### config.mk
export PLATFORM = sky130hd
export DESIGN_NAME = ext_memory_if_config
export DESIGN_NICKNAME = d
export VERILOG_FILES = /design/src/rtl/xmem_pkg.sv /design/src/rtl/ext_memory_if_config.sv
export SDC_FILE = /design/constraint.sdc
export NUM_CORES = 1
export LEC_CHECK = 0
export BUFFER_PORTS_ARGS = -buffer_cell sky130_fd_sc_hd__buf_2
export CORE_MARGIN = 10
export CORE_UTILIZATION = 53
export CTS_CLUSTER_DIAMETER = 200
export DETAILED_ROUTE_END_ITERATION = 10
export PLACE_DENSITY = 0.85
export SLEW_MARGIN = 15
export SYNTH_ARGS = -nofsm -noshare
export SYNTH_HDL_FRONTEND = slang
export SYNTH_SLANG_ARGS = --single-unit
### constraint.sdc
create_clock -name sys_clk -period 6 [get_ports sys_clk]
set_input_delay 1.2 -clock sys_clk [delete_from_list [all_inputs] [get_ports sys_clk]]
set_output_delay 1.2 -clock sys_clk [all_outputs]
set_load 0.02 [all_outputs]
### src/rtl/xmem_pkg.sv
// constants, field positions and state codes for the external memory interface configuration block
// assumes a cpu-side i/o register port and a single system clock
package xmem_pkg;
  // register offsets on the i/o port
  localparam logic [7:0] mcu_control_off       = 8'h35;
  localparam logic [7:0] ext_mem_control_b_off = 8'h6c;
  localparam logic [7:0] ext_mem_control_a_off = 8'h6d;
  // values after reset
  localparam logic [7:0] mcu_control_rst       = 8'h00;
  localparam logic [7:0] ext_mem_control_a_rst = 8'h00;
  localparam logic [7:0] ext_mem_control_b_rst = 8'h00;
  // implemented bits of each register
  localparam logic [7:0] mcu_control_mask      = 8'hc0;
  localparam logic [7:0] ext_mem_control_a_mask = 8'h7e;
  localparam logic [7:0] ext_mem_control_b_mask = 8'h87;
  // field positions
  localparam int ext_mem_enable_bit      = 7;
  localparam int upper_wait_low_bit_pos  = 6;
  localparam int sector_limit_lsb        = 4;
  localparam int lower_wait_lsb          = 2;
  localparam int upper_wait_high_bit_pos = 1;
  localparam int bus_keeper_enable_bit   = 7;
  localparam int high_addr_mask_lsb      = 0;
  // address bits that select the 0x2000-wide sector boundary
  localparam int sector_addr_lsb         = 13;
  // mask value that frees the whole high port
  localparam logic [2:0] release_all     = 3'h7;
  localparam logic [3:0] high_addr_width = 4'h8;
  // wait code that adds an idle cycle after a write strobe
  localparam logic [1:0] wait_code_gap   = 2'h3;
  // access sequencer states, one-hot
  typedef enum logic [4:0] {
    st_idle   = 5'h01,
    st_addr   = 5'h02,
    st_strobe = 5'h04,
    st_gap    = 5'h08,
    st_done   = 5'h10
  } seq_state_t;
endpackage

### src/rtl/ext_memory_if_config.sv
// external memory interface: configuration registers, sector wait-states, pin muxing and bus keeper
// assumes the cpu asks only for addresses in external space (0x1100 and up) and holds
// a request until done; port logic supplies normal port values and directions
`timescale 1ns/1ps
module ext_memory_if_config (
  input  wire logic        sys_clk,         // system clock, 50 mhz
  input  wire logic        rst,             // synchronous reset, active high
  input  wire logic        compat_mode,     // legacy compatibility mode strap
  input  wire logic [7:0]  io_addr,         // register port address
  input  wire logic        io_we,           // register write strobe
  input  wire logic [7:0]  io_wdata,        // register write data
  output logic      [7:0]  io_rdata,        // register read data
  input  wire logic        cpu_req,         // external access request
  input  wire logic        cpu_we,          // access is a write
  input  wire logic [15:0] cpu_addr,        // access address
  input  wire logic [7:0]  cpu_wdata,       // write data
  output logic      [7:0]  cpu_rdata,       // read data
  output logic             cpu_done,        // access finished pulse
  output logic             busy,            // access in progress
  input  wire logic [7:0]  porta_out,       // normal port value for muxed lines
  input  wire logic [7:0]  porta_dir,       // normal port direction, 1 = output
  input  wire logic [7:0]  portc_out,       // normal port value for high lines
  input  wire logic [7:0]  portc_dir,       // normal port direction, 1 = output
  input  wire logic [7:0]  muxed_addr_data_lines_in,  // muxed line level
  output logic      [7:0]  muxed_addr_data_lines_out, // muxed line drive value
  output logic      [7:0]  muxed_addr_data_lines_oe_n, // low while driven
  output logic      [7:0]  high_addr_lines_out,       // high line drive value
  output logic      [7:0]  high_addr_lines_oe_n,      // low while driven
  output logic             ale,             // address latch strobe
  output logic             wr_n,            // write strobe, active low
  output logic             rd_n,            // read strobe, active low
  output logic             strobe_oe_n,     // low while strobes are owned
  output logic             keeper_active,   // keeper holds muxed lines
  output logic      [7:0]  keeper_level     // level held by keeper
);

  ////////////////////////////////////////////////////////////////////////////
  // state
  typedef struct packed {
    logic [7:0]            mcu_r;     // mcu control
    logic [7:0]            xa_r;      // external memory control a
    logic [7:0]            xb_r;      // external memory control b
    xmem_pkg::seq_state_t  st_r;      // sequencer state
    logic [1:0]            cnt_r;     // wait cycles left
    logic [1:0]            code_r;    // wait code of this access
    logic [15:0]           addr_r;    // latched address
    logic [7:0]            wdata_r;   // latched write data
    logic                  we_r;      // latched direction
    logic [7:0]            rdata_r;   // captured read data
    logic [7:0]            s1_r;      // muxed line sync stage 1
    logic [7:0]            s2_r;      // muxed line sync stage 2
    logic [7:0]            keep_r;    // keeper level
    logic [7:0]            iord_r;    // register read data
  } state_t;

  state_t cur_r;                      // registered state
  state_t cur_nxt;                    // next state

  logic       en;                     // interface enable
  logic [1:0] sel_code;               // wait code for a new access
  logic [2:0] limit;                  // sector limit code
  logic [2:0] hmask;                  // high address release mask
  logic [3:0] hbits;                  // number of high address lines used
  logic       drive_ad;               // interface drives muxed lines
  logic [7:0] ad_val;                 // interface value on muxed lines

  ////////////////////////////////////////////////////////////////////////////
  // decoding of the configuration
  always_comb begin
    en    = cur_r.mcu_r[xmem_pkg::ext_mem_enable_bit];
    limit = cur_r.xa_r[xmem_pkg::sector_limit_lsb +: 3];
    hmask = cur_r.xb_r[xmem_pkg::high_addr_mask_lsb +: 3];
    if (compat_mode) begin
      sel_code = {1'b0, cur_r.mcu_r[xmem_pkg::upper_wait_low_bit_pos]};
    end else if (cpu_addr[15:xmem_pkg::sector_addr_lsb] < limit) begin
      sel_code = cur_r.xa_r[xmem_pkg::lower_wait_lsb +: 2];
    end else begin
      sel_code = {cur_r.xa_r[xmem_pkg::upper_wait_high_bit_pos],
                  cur_r.mcu_r[xmem_pkg::upper_wait_low_bit_pos]};
    end
    if (hmask == xmem_pkg::release_all) begin
      hbits = 4'h0;
    end else begin
      hbits = xmem_pkg::high_addr_width - {1'b0, hmask};
    end
  end

  ////////////////////////////////////////////////////////////////////////////
  // next state: registers, sequencer, synchroniser, keeper
  always_comb begin
    cur_nxt = cur_r;
    // muxed lines pass two flops before use
    cur_nxt.s1_r = muxed_addr_data_lines_in;
    cur_nxt.s2_r = cur_r.s1_r;
    // register writes, unimplemented bits stay zero
    if (io_we) begin
      if (io_addr == xmem_pkg::mcu_control_off) begin
        cur_nxt.mcu_r = io_wdata & xmem_pkg::mcu_control_mask;
      end else if (io_addr == xmem_pkg::ext_mem_control_a_off) begin
        cur_nxt.xa_r = io_wdata & xmem_pkg::ext_mem_control_a_mask;
      end else if (io_addr == xmem_pkg::ext_mem_control_b_off) begin
        cur_nxt.xb_r = io_wdata & xmem_pkg::ext_mem_control_b_mask;
      end
    end
    // register reads, other addresses read zero
    if (io_addr == xmem_pkg::mcu_control_off) begin
      cur_nxt.iord_r = cur_r.mcu_r;
    end else if (io_addr == xmem_pkg::ext_mem_control_a_off) begin
      cur_nxt.iord_r = cur_r.xa_r;
    end else if (io_addr == xmem_pkg::ext_mem_control_b_off) begin
      cur_nxt.iord_r = cur_r.xb_r;
    end else begin
      cur_nxt.iord_r = 8'h00;
    end
    // access sequencer
    case (cur_r.st_r)
      xmem_pkg::st_idle: begin
        if (cpu_req && en) begin
          cur_nxt.st_r    = xmem_pkg::st_addr;
          cur_nxt.addr_r  = cpu_addr;
          cur_nxt.wdata_r = cpu_wdata;
          cur_nxt.we_r    = cpu_we;
          cur_nxt.code_r  = sel_code;
        end
      end
      xmem_pkg::st_addr: begin
        cur_nxt.st_r  = xmem_pkg::st_strobe;
        cur_nxt.cnt_r = (cur_r.code_r == xmem_pkg::wait_code_gap) ? 2'h2 : cur_r.code_r;
      end
      xmem_pkg::st_strobe: begin
        if (cur_r.cnt_r != 2'h0) begin
          cur_nxt.cnt_r = cur_r.cnt_r - 2'h1;
        end else begin
          // reads hold two cycles so the synchronised line catches up
          cur_nxt.cnt_r = cur_r.we_r ? 2'h0 : 2'h1;
          if ((cur_r.code_r == xmem_pkg::wait_code_gap) || !cur_r.we_r) begin
            cur_nxt.st_r = xmem_pkg::st_gap;
          end else begin
            cur_nxt.st_r = xmem_pkg::st_done;
          end
        end
      end
      xmem_pkg::st_gap: begin
        if (cur_r.cnt_r != 2'h0) begin
          cur_nxt.cnt_r = cur_r.cnt_r - 2'h1;
        end else begin
          // sync stage 2 now holds the line level of the last strobe cycle
          if (!cur_r.we_r) begin
            cur_nxt.rdata_r = cur_r.s2_r;
          end
          cur_nxt.st_r = xmem_pkg::st_done;
        end
      end
      xmem_pkg::st_done: begin
        cur_nxt.st_r = xmem_pkg::st_idle;
      end
      default: begin
        cur_nxt.st_r = xmem_pkg::st_idle;
      end
    endcase
    if (muxed_addr_data_lines_oe_n == 8'h00) begin
      cur_nxt.keep_r = muxed_addr_data_lines_out;
    end else begin
      cur_nxt.keep_r = cur_r.keep_r;
    end
    // reset values
    if (rst) begin
      cur_nxt.mcu_r   = xmem_pkg::mcu_control_rst;
      cur_nxt.xa_r    = xmem_pkg::ext_mem_control_a_rst;
      cur_nxt.xb_r    = xmem_pkg::ext_mem_control_b_rst;
      cur_nxt.st_r    = xmem_pkg::st_idle;
      cur_nxt.cnt_r   = 2'h0;
      cur_nxt.code_r  = 2'h0;
      cur_nxt.addr_r  = 16'h0000;
      cur_nxt.wdata_r = 8'h00;
      cur_nxt.we_r    = 1'b0;
      cur_nxt.rdata_r = 8'h00;
      cur_nxt.s1_r    = 8'h00;
      cur_nxt.s2_r    = 8'h00;
      cur_nxt.keep_r  = 8'h00;
      cur_nxt.iord_r  = 8'h00;
    end
  end

  ////////////////////////////////////////////////////////////////////////////
  // state register
  always_ff @(posedge sys_clk) begin
    cur_r <= cur_nxt;
  end

  ////////////////////////////////////////////////////////////////////////////
  // pin multiplexing
  always_comb begin
    // address in address phase, write data in strobe phase
    drive_ad = (cur_r.st_r == xmem_pkg::st_addr) ||
               ((cur_r.st_r == xmem_pkg::st_strobe) && cur_r.we_r);
    ad_val   = (cur_r.st_r == xmem_pkg::st_addr) ? cur_r.addr_r[7:0] : cur_r.wdata_r;
    if (en) begin
      muxed_addr_data_lines_out  = ad_val;
      muxed_addr_data_lines_oe_n = drive_ad ? 8'h00 : 8'hff;
      ale         = (cur_r.st_r == xmem_pkg::st_addr);
      wr_n        = !((cur_r.st_r == xmem_pkg::st_strobe) && cur_r.we_r);
      rd_n        = !((cur_r.st_r == xmem_pkg::st_strobe) && !cur_r.we_r);
      strobe_oe_n = 1'b0;
    end else begin
      muxed_addr_data_lines_out  = porta_out;
      muxed_addr_data_lines_oe_n = ~porta_dir;
      ale         = 1'b0;
      wr_n        = 1'b1;
      rd_n        = 1'b1;
      strobe_oe_n = 1'b1;
    end
    for (int i = 0; i < 8; i++) begin
      if (en && (i < int'(hbits))) begin
        high_addr_lines_out[i]  = cur_r.addr_r[8 + i];
        high_addr_lines_oe_n[i] = 1'b0;
      end else begin
        high_addr_lines_out[i]  = portc_out[i];
        high_addr_lines_oe_n[i] = !portc_dir[i];
      end
    end
    keeper_active = cur_r.xb_r[xmem_pkg::bus_keeper_enable_bit] && (muxed_addr_data_lines_oe_n != 8'h00);
    keeper_level  = cur_r.keep_r;
    // cpu side answers
    io_rdata  = cur_r.iord_r;
    cpu_rdata = cur_r.rdata_r;
    cpu_done  = (cur_r.st_r == xmem_pkg::st_done);
    busy      = (cur_r.st_r != xmem_pkg::st_idle);
  end

endmodule

=== Yosys cells after proc, flatten, opt, wreduce, memory -nomap -nowiden ===
Index checks and enable logic that the tools add are counted.

* Bits in read-only memories: 0
* Word-level logic and storage cells: 126
* Bits of input ports: 86
* Output and inout port bits: 63
* Memory bits (writable): 0
* Memories kept: 0
* Register bits: 86
* Latch bits: 0

* Reduce and logical (&&, ||, !) cells: 38
* $add $sub $neg: 2
* Eq/ne operators: 15
* Shifts and indexed selects: 0
* Muxes and demuxes: 40
* Bitwise operators: 6
* Divide/modulo/power cells: 0
* Magnitude comparators: 9
* Multiply operators: 0

{| class="wikitable"
|+ Operators with widths
! cell !! count
|-
| $mux W8 || 7
|-
| $mux W1 || 21
|-
| $mux W5 || 4
|-
| $pmux W5 S4 || 1
|-
| $eq A8 B7 Y1 const B || 2
|-
| $lt A3 B4 Y1 const A || 4
|-
| $logic_and A1 B1 Y1 || 12
|-
| $logic_not A1 Y1 || 11
|-
| $mux W2 || 5
|-
| $reduce_and A3 Y1 || 3
|-
| $eq A8 B6 Y1 const B || 1
|-
| $logic_not A8 Y1 || 1
|-
| $lt A1 B4 Y1 const A || 2
|-
| $lt A2 B4 Y1 const A || 2
|-
| $ne A2 B2 Y1 const B || 4
|-
| $not A8 Y8 || 1
|-
| $reduce_bool A8 Y1 || 1
|-
| $pmux W2 S3 || 1
|-
| $reduce_and A2 Y1 || 3
|-
| $eq A5 B1 Y1 const B || 1
|-
| $eq A5 B2 Y1 const B || 1
|-
| $eq A5 B3 Y1 const B || 1
|-
| $eq A5 B4 Y1 const B || 1
|-
| $eq A5 B5 Y1 const B || 1
|-
| 14 further kinds || 19
|}

=== Logic depth before layout (Yosys ltp) ===
* Depth after elaboration: 7
* Gate-level depth with buffers: 8
* Mapped depth without buffers: 7

=== Worst setup path before layout ===
No wires, ideal clock.

* Path kind: input to output
* From: input porta_dir[6]
* To: output keeper_active
* Arrival: 2.022 ns
* Cell stages on the path: 5
* Data required time: 4.800 ns
* Slack: 2.778 ns
* Buffers on the path: 1
* Cells stage by stage: nand4_1 -> nor3_1 -> or2_2 -> buf_6 -> nor2_1

* Longest elaborated chain between the ends: 4

{| class="wikitable"
|+ RTL lines
! element !! RTL line !! text
|-
| from (decl) || ext_memory_if_config.sv:21 || <nowiki>input wire logic [7:0] porta_dir,</nowiki>
|-
| $not A8 Y8 || ext_memory_if_config.sv:207 || <nowiki>muxed_addr_data_lines_oe_n = ~porta_dir;</nowiki>
|-
| $mux W8 || ext_memory_if_config.sv:198 || <nowiki>if (en) begin</nowiki>
|-
| $reduce_bool A8 Y1 || ext_memory_if_config.sv:222 || <nowiki>keeper_active = cur_r.xb_r[xmem_pkg::bus_keeper_enable_bit] && (muxed_addr_data_lines_oe_n != 8'h00);</nowiki>
|-
| $logic_and A1 B1 Y1 || ext_memory_if_config.sv:222 ||
|-
| to (decl) || ext_memory_if_config.sv:33 || <nowiki>output logic keeper_active,</nowiki>
|}

Every way passes these cells.

=== Worst setup path in the final report ===
* From: register cur_r[74] in the netlist's numbering
* To: output high_addr_lines_out[2]

* Longest elaborated chain between the ends: 5
* Elaborated cells on any way between the ends: 6
* Those cells by class: add/sub: 1; order compare: 1; eq/ne: 1; mux: 2; reduce/logical: 1

{| class="wikitable"
|+ RTL lines
! element !! RTL line !! text
|-
| from (decl) || ext_memory_if_config.sv:56 || <nowiki>state_t cur_r;</nowiki>
|-
| from (signal assigned) || ext_memory_if_config.sv:188 || <nowiki>cur_r <= cur_nxt;</nowiki>
|-
| $sub A4 B3 Y4 or $eq A3 B3 Y1 (tied branches) || ext_memory_if_config.sv:84, ext_memory_if_config.sv:81 ||
|-
| $mux W4 (*) || ext_memory_if_config.sv:81 || <nowiki>if (hmask == xmem_pkg::release_all) begin</nowiki>
|-
| $lt A2 B4 Y1 (*) || ext_memory_if_config.sv:214 || <nowiki>if (en && (i < int'(hbits))) begin</nowiki>
|-
| $logic_and A1 B1 Y1 (*) || ext_memory_if_config.sv:214 ||
|-
| $mux W1 (*) || ext_memory_if_config.sv:214 ||
|-
| to (decl) || ext_memory_if_config.sv:27 || <nowiki>output logic [7:0] high_addr_lines_out,</nowiki>
|}

Mark *: on every way between the ends. The rest lies on a longest branch, timed or not.

==> metrics.md <==
| Metric | Value |
|---|---|
| FF+latch count, synth | `86` |
| Post-Syn Instances | `495` |
| TritonCTS clock tree | `built` |
| DRC Markers | `0` |
| Max Slew Vio Count | `0` |
| Crit-path cells | `inv_1 > ha_1 > inv_1 > a2111oi_0 > o21ai_0 > o31ai_1 > buf_2` |
| DR WL/cell | `15.4 um` |
| Reg2reg start | `cur_r[97]` |
| R2r setup slk | `3610 ps` |
| Crit Path Max Fanout | `12` |
| Worst Setup Path Type | `flop to output pin` |
| Global Route Usage Sum | `18.3%` |
| Post-CTS setup buffer count | `0` |
| Row cnt | `31` |
| Final period util | `63.8%` |
| DIE HEIGHT | `107 um` |
| Family with the most delay on the worst path | `compound AO/OA/AOI/OAI gates` |
| Clk_lat worst skew | `350 ps` |
| Power Density | `221 nW/um^2` |
| Post-synth top area share | `42.5%` |
| Post-synth top cells | `86 x dfxtp_1, 75 x nand2_1, 51 x a21oi_1, 50 x nor2_1, 24 x buf_4` |
| Sink Count | `86` |
| Worst min-delay path category | `flop to flop` |
| Final instance area | `4820 um^2` |
| Status | `completed` |
| Placed instance area | `4610 um^2` |
| Max frequency | `0.261 GHz` |
| Worst Tran Pin Value | `890 ps` |
| Antenna-violating nets left | `0` |
| Distinct cells, synth | `49` |
| Worst path bufs/invs | `3` |
| Drt via density | `5.29` |
| Die area | `11500 um^2` |
| Max incr delay on CP | `660 ps` |
| Worst Hold Slack | `437 ps` |
| Final worst slack | `2170 ps` |
| Synth warn | `0` |
| Worst hold path depth | `1` |
| Most Frequent Cell on Critical Path | `inv_1` |
| Worst EP arrival | `2630 ps` |
| Final hold violation count | `0` |
| Mapped Nets | `587` |
| Top FF cell, synth | `dfxtp_1` |
| Startpoint class of the critical path | `flop` |
| CORE AREA | `7330 um^2` |
| Crit end category | `output pin` |
| Worst VDD drop | `201 uV` |
| Worst rel slew slack | `40.1%` |
| Leading area contributor after synthesis | `dfxtp_1` |
| Slowest cell on crit path | `a2111oi_0` |
| HPWL Detailed | `8310 um` |
| DP Worst Slack | `2600 ps` |
| Dpl cells | `692` |
| GRT Residual Overflow | `0` |
| First-pass DRT Iterations | `4` |
| P_leak | `2.03 nW` |
| Largest net degree at the start of global routing | `56` |
| Mapped Avg Cell Area | `8.18 um^2` |
| CP Data Required Time | `4800 ps` |
| Initial core utilization | `55.2%` |
| Die W | `107 um` |
| Top cells by area, synth | `dfxtp_1 43%, nand2_1 7.0%, a21oi_1 6.3%` |
| CTS root buffer | `clkbuf_8` |
| First-pass GRT wire length | `17300 um` |
| Routability-driven placement congestion ratio | `0.853` |
| Mapped Area | `4050 um^2` |
| Async set or reset register ratio after synthesis | `0%` |
| Crit path time final | `3830 ps` |
| Share of layout cells above drive strength 1 | `30.5%` |
| Count of input and output buffers | `148` |
| Register area share after synthesis | `42.5%` |
| Unrepaired setup endpoints after global routing | `no` |
| Final std cells w/o fill | `708` |
| Worst Hold Launch | `cur_r[27]` |
| Final wirelength | `10900 um` |
| CTS Hold Bufs | `0` |
| Initial antenna violation count | `0` |
| Post-synth EDFFs | `0` |
| Clock skew | `7.09 ps` |
| Clk slew on worst S/H paths | `80 ps` |
| Hold path endpoint | `cur_r[19]` |
| Maxcap violations | `0` |
| Via count | `3748` |
| # resized after CTS | `0` |
| R2R Path End | `keeper_level[3]` |
| Initial DRC Count | `127` |
| Nets | `696` |
| Htree depth | `3` |
| Reg2reg path depth | `6` |
| Number of CTS-inserted buffers | `9` |
| Setup TNS | `0 ps` |
| Ports | `149` |
| Number of global-route vias before repair | `3593` |
| # setup viols final | `0` |
| Clock tree buffer depth | `2` |
| Antenna Diode Count | `0` |
| Most frequent cell after synthesis | `dfxtp_1` |
| Area grow syn2layout | `19.0%` |
state kept, by name (all words and copies together), names as in the netlist:
name,cells
cur_r,62
io_rdata,8
keeper_level,8
cpu_rdata,8
through the flow:
step	power, mW	utilization (%)
after floorplan	0.631	-
after global placement	0.674	62.9
after detailed placement	0.676	62.9
after CTS	1.07	65.7
after global routing	1.10	65.7
final	1.06	65.7
logic make-up after synthesis:
family / share of synthesized area [%]
XOR/XNOR: 0.216
flip-flops: 42.5
multiplexers: 6.89
AO/OA/AOI/OAI: 13.8
AND/OR/NAND/NOR: 25.3
buffers and inverters: 9.33
adder cells (fa/ha/maj): 1.85
power breakdown:
part	switching [mW]	leakage, nW	internal [mW]
registers	0.00119	0.696	0.575
logic	0.0475	1.24	0.0383
clock network	0.209	0.0914	0.193
total	0.258	2.03	0.806
placed cells by master, fill, tap and decap left out, types with 3 or more instances in the layout:
master | synthesis | layout
nand2_1 | 75 | 75
clkbuf_8 | 0 | 9
a22oi_1 | 4 | 4
inv_1 | 14 | 14
mux2_2 | 7 | 7
buf_4 | 24 | 3
nor2_1 | 50 | 50
o21ai_0 | 16 | 16
nor4_1 | 4 | 4
ha_1 | 6 | 6
dfxtp_1 | 86 | 86
or3_1 | 3 | 3
nand3b_1 | 5 | 5
buf_2 | 2 | 148
nor3_1 | 8 | 7
mux2i_1 | 20 | 20
nor2b_1 | 19 | 19
clkinvlp_4 | 0 | 3
a211oi_1 | 3 | 3
a21oi_1 | 51 | 51
nand2b_1 | 5 | 5
or2_2 | 3 | 3
nand3_1 | 21 | 21
a31oi_1 | 11 | 11
layer usage:
layer	routed length, um	share of wire, %	global-route usage (%)
met5	0	0	0
met4	108	0.99	4.96
met3	875	8.0	6.83
met2	5290	49	30.8
met1	4600	42	21.4
final cells by class:
type                       count  area, um^2
fill                         638        2510
multi-input combinational    341        1950
sequential                    86        1720
timing repair buffer         151         763
clock buffer                   9         124
tap                           99         124
clock inverter                 7        75.1
inverter                      15        56.3
how the worst max path moves through the flow:
stage,start,end,slack [ps],depth (start not counted)
4_1_cts,cur_r[74],high_addr_lines_out[2],2190,7
3_5_place_dp,cur_r[74],high_addr_lines_out[2],2600,7
5_1_grt,cur_r[74],high_addr_lines_out[2],1930,7
3_3_place_gp,porta_dir[6],keeper_active,2660,6
2_1_floorplan,porta_dir[6],keeper_active,2780,5
6_report,cur_r[74],high_addr_lines_out[2],2170,7
No activity file was read; power rests on OpenSTA's default activity.
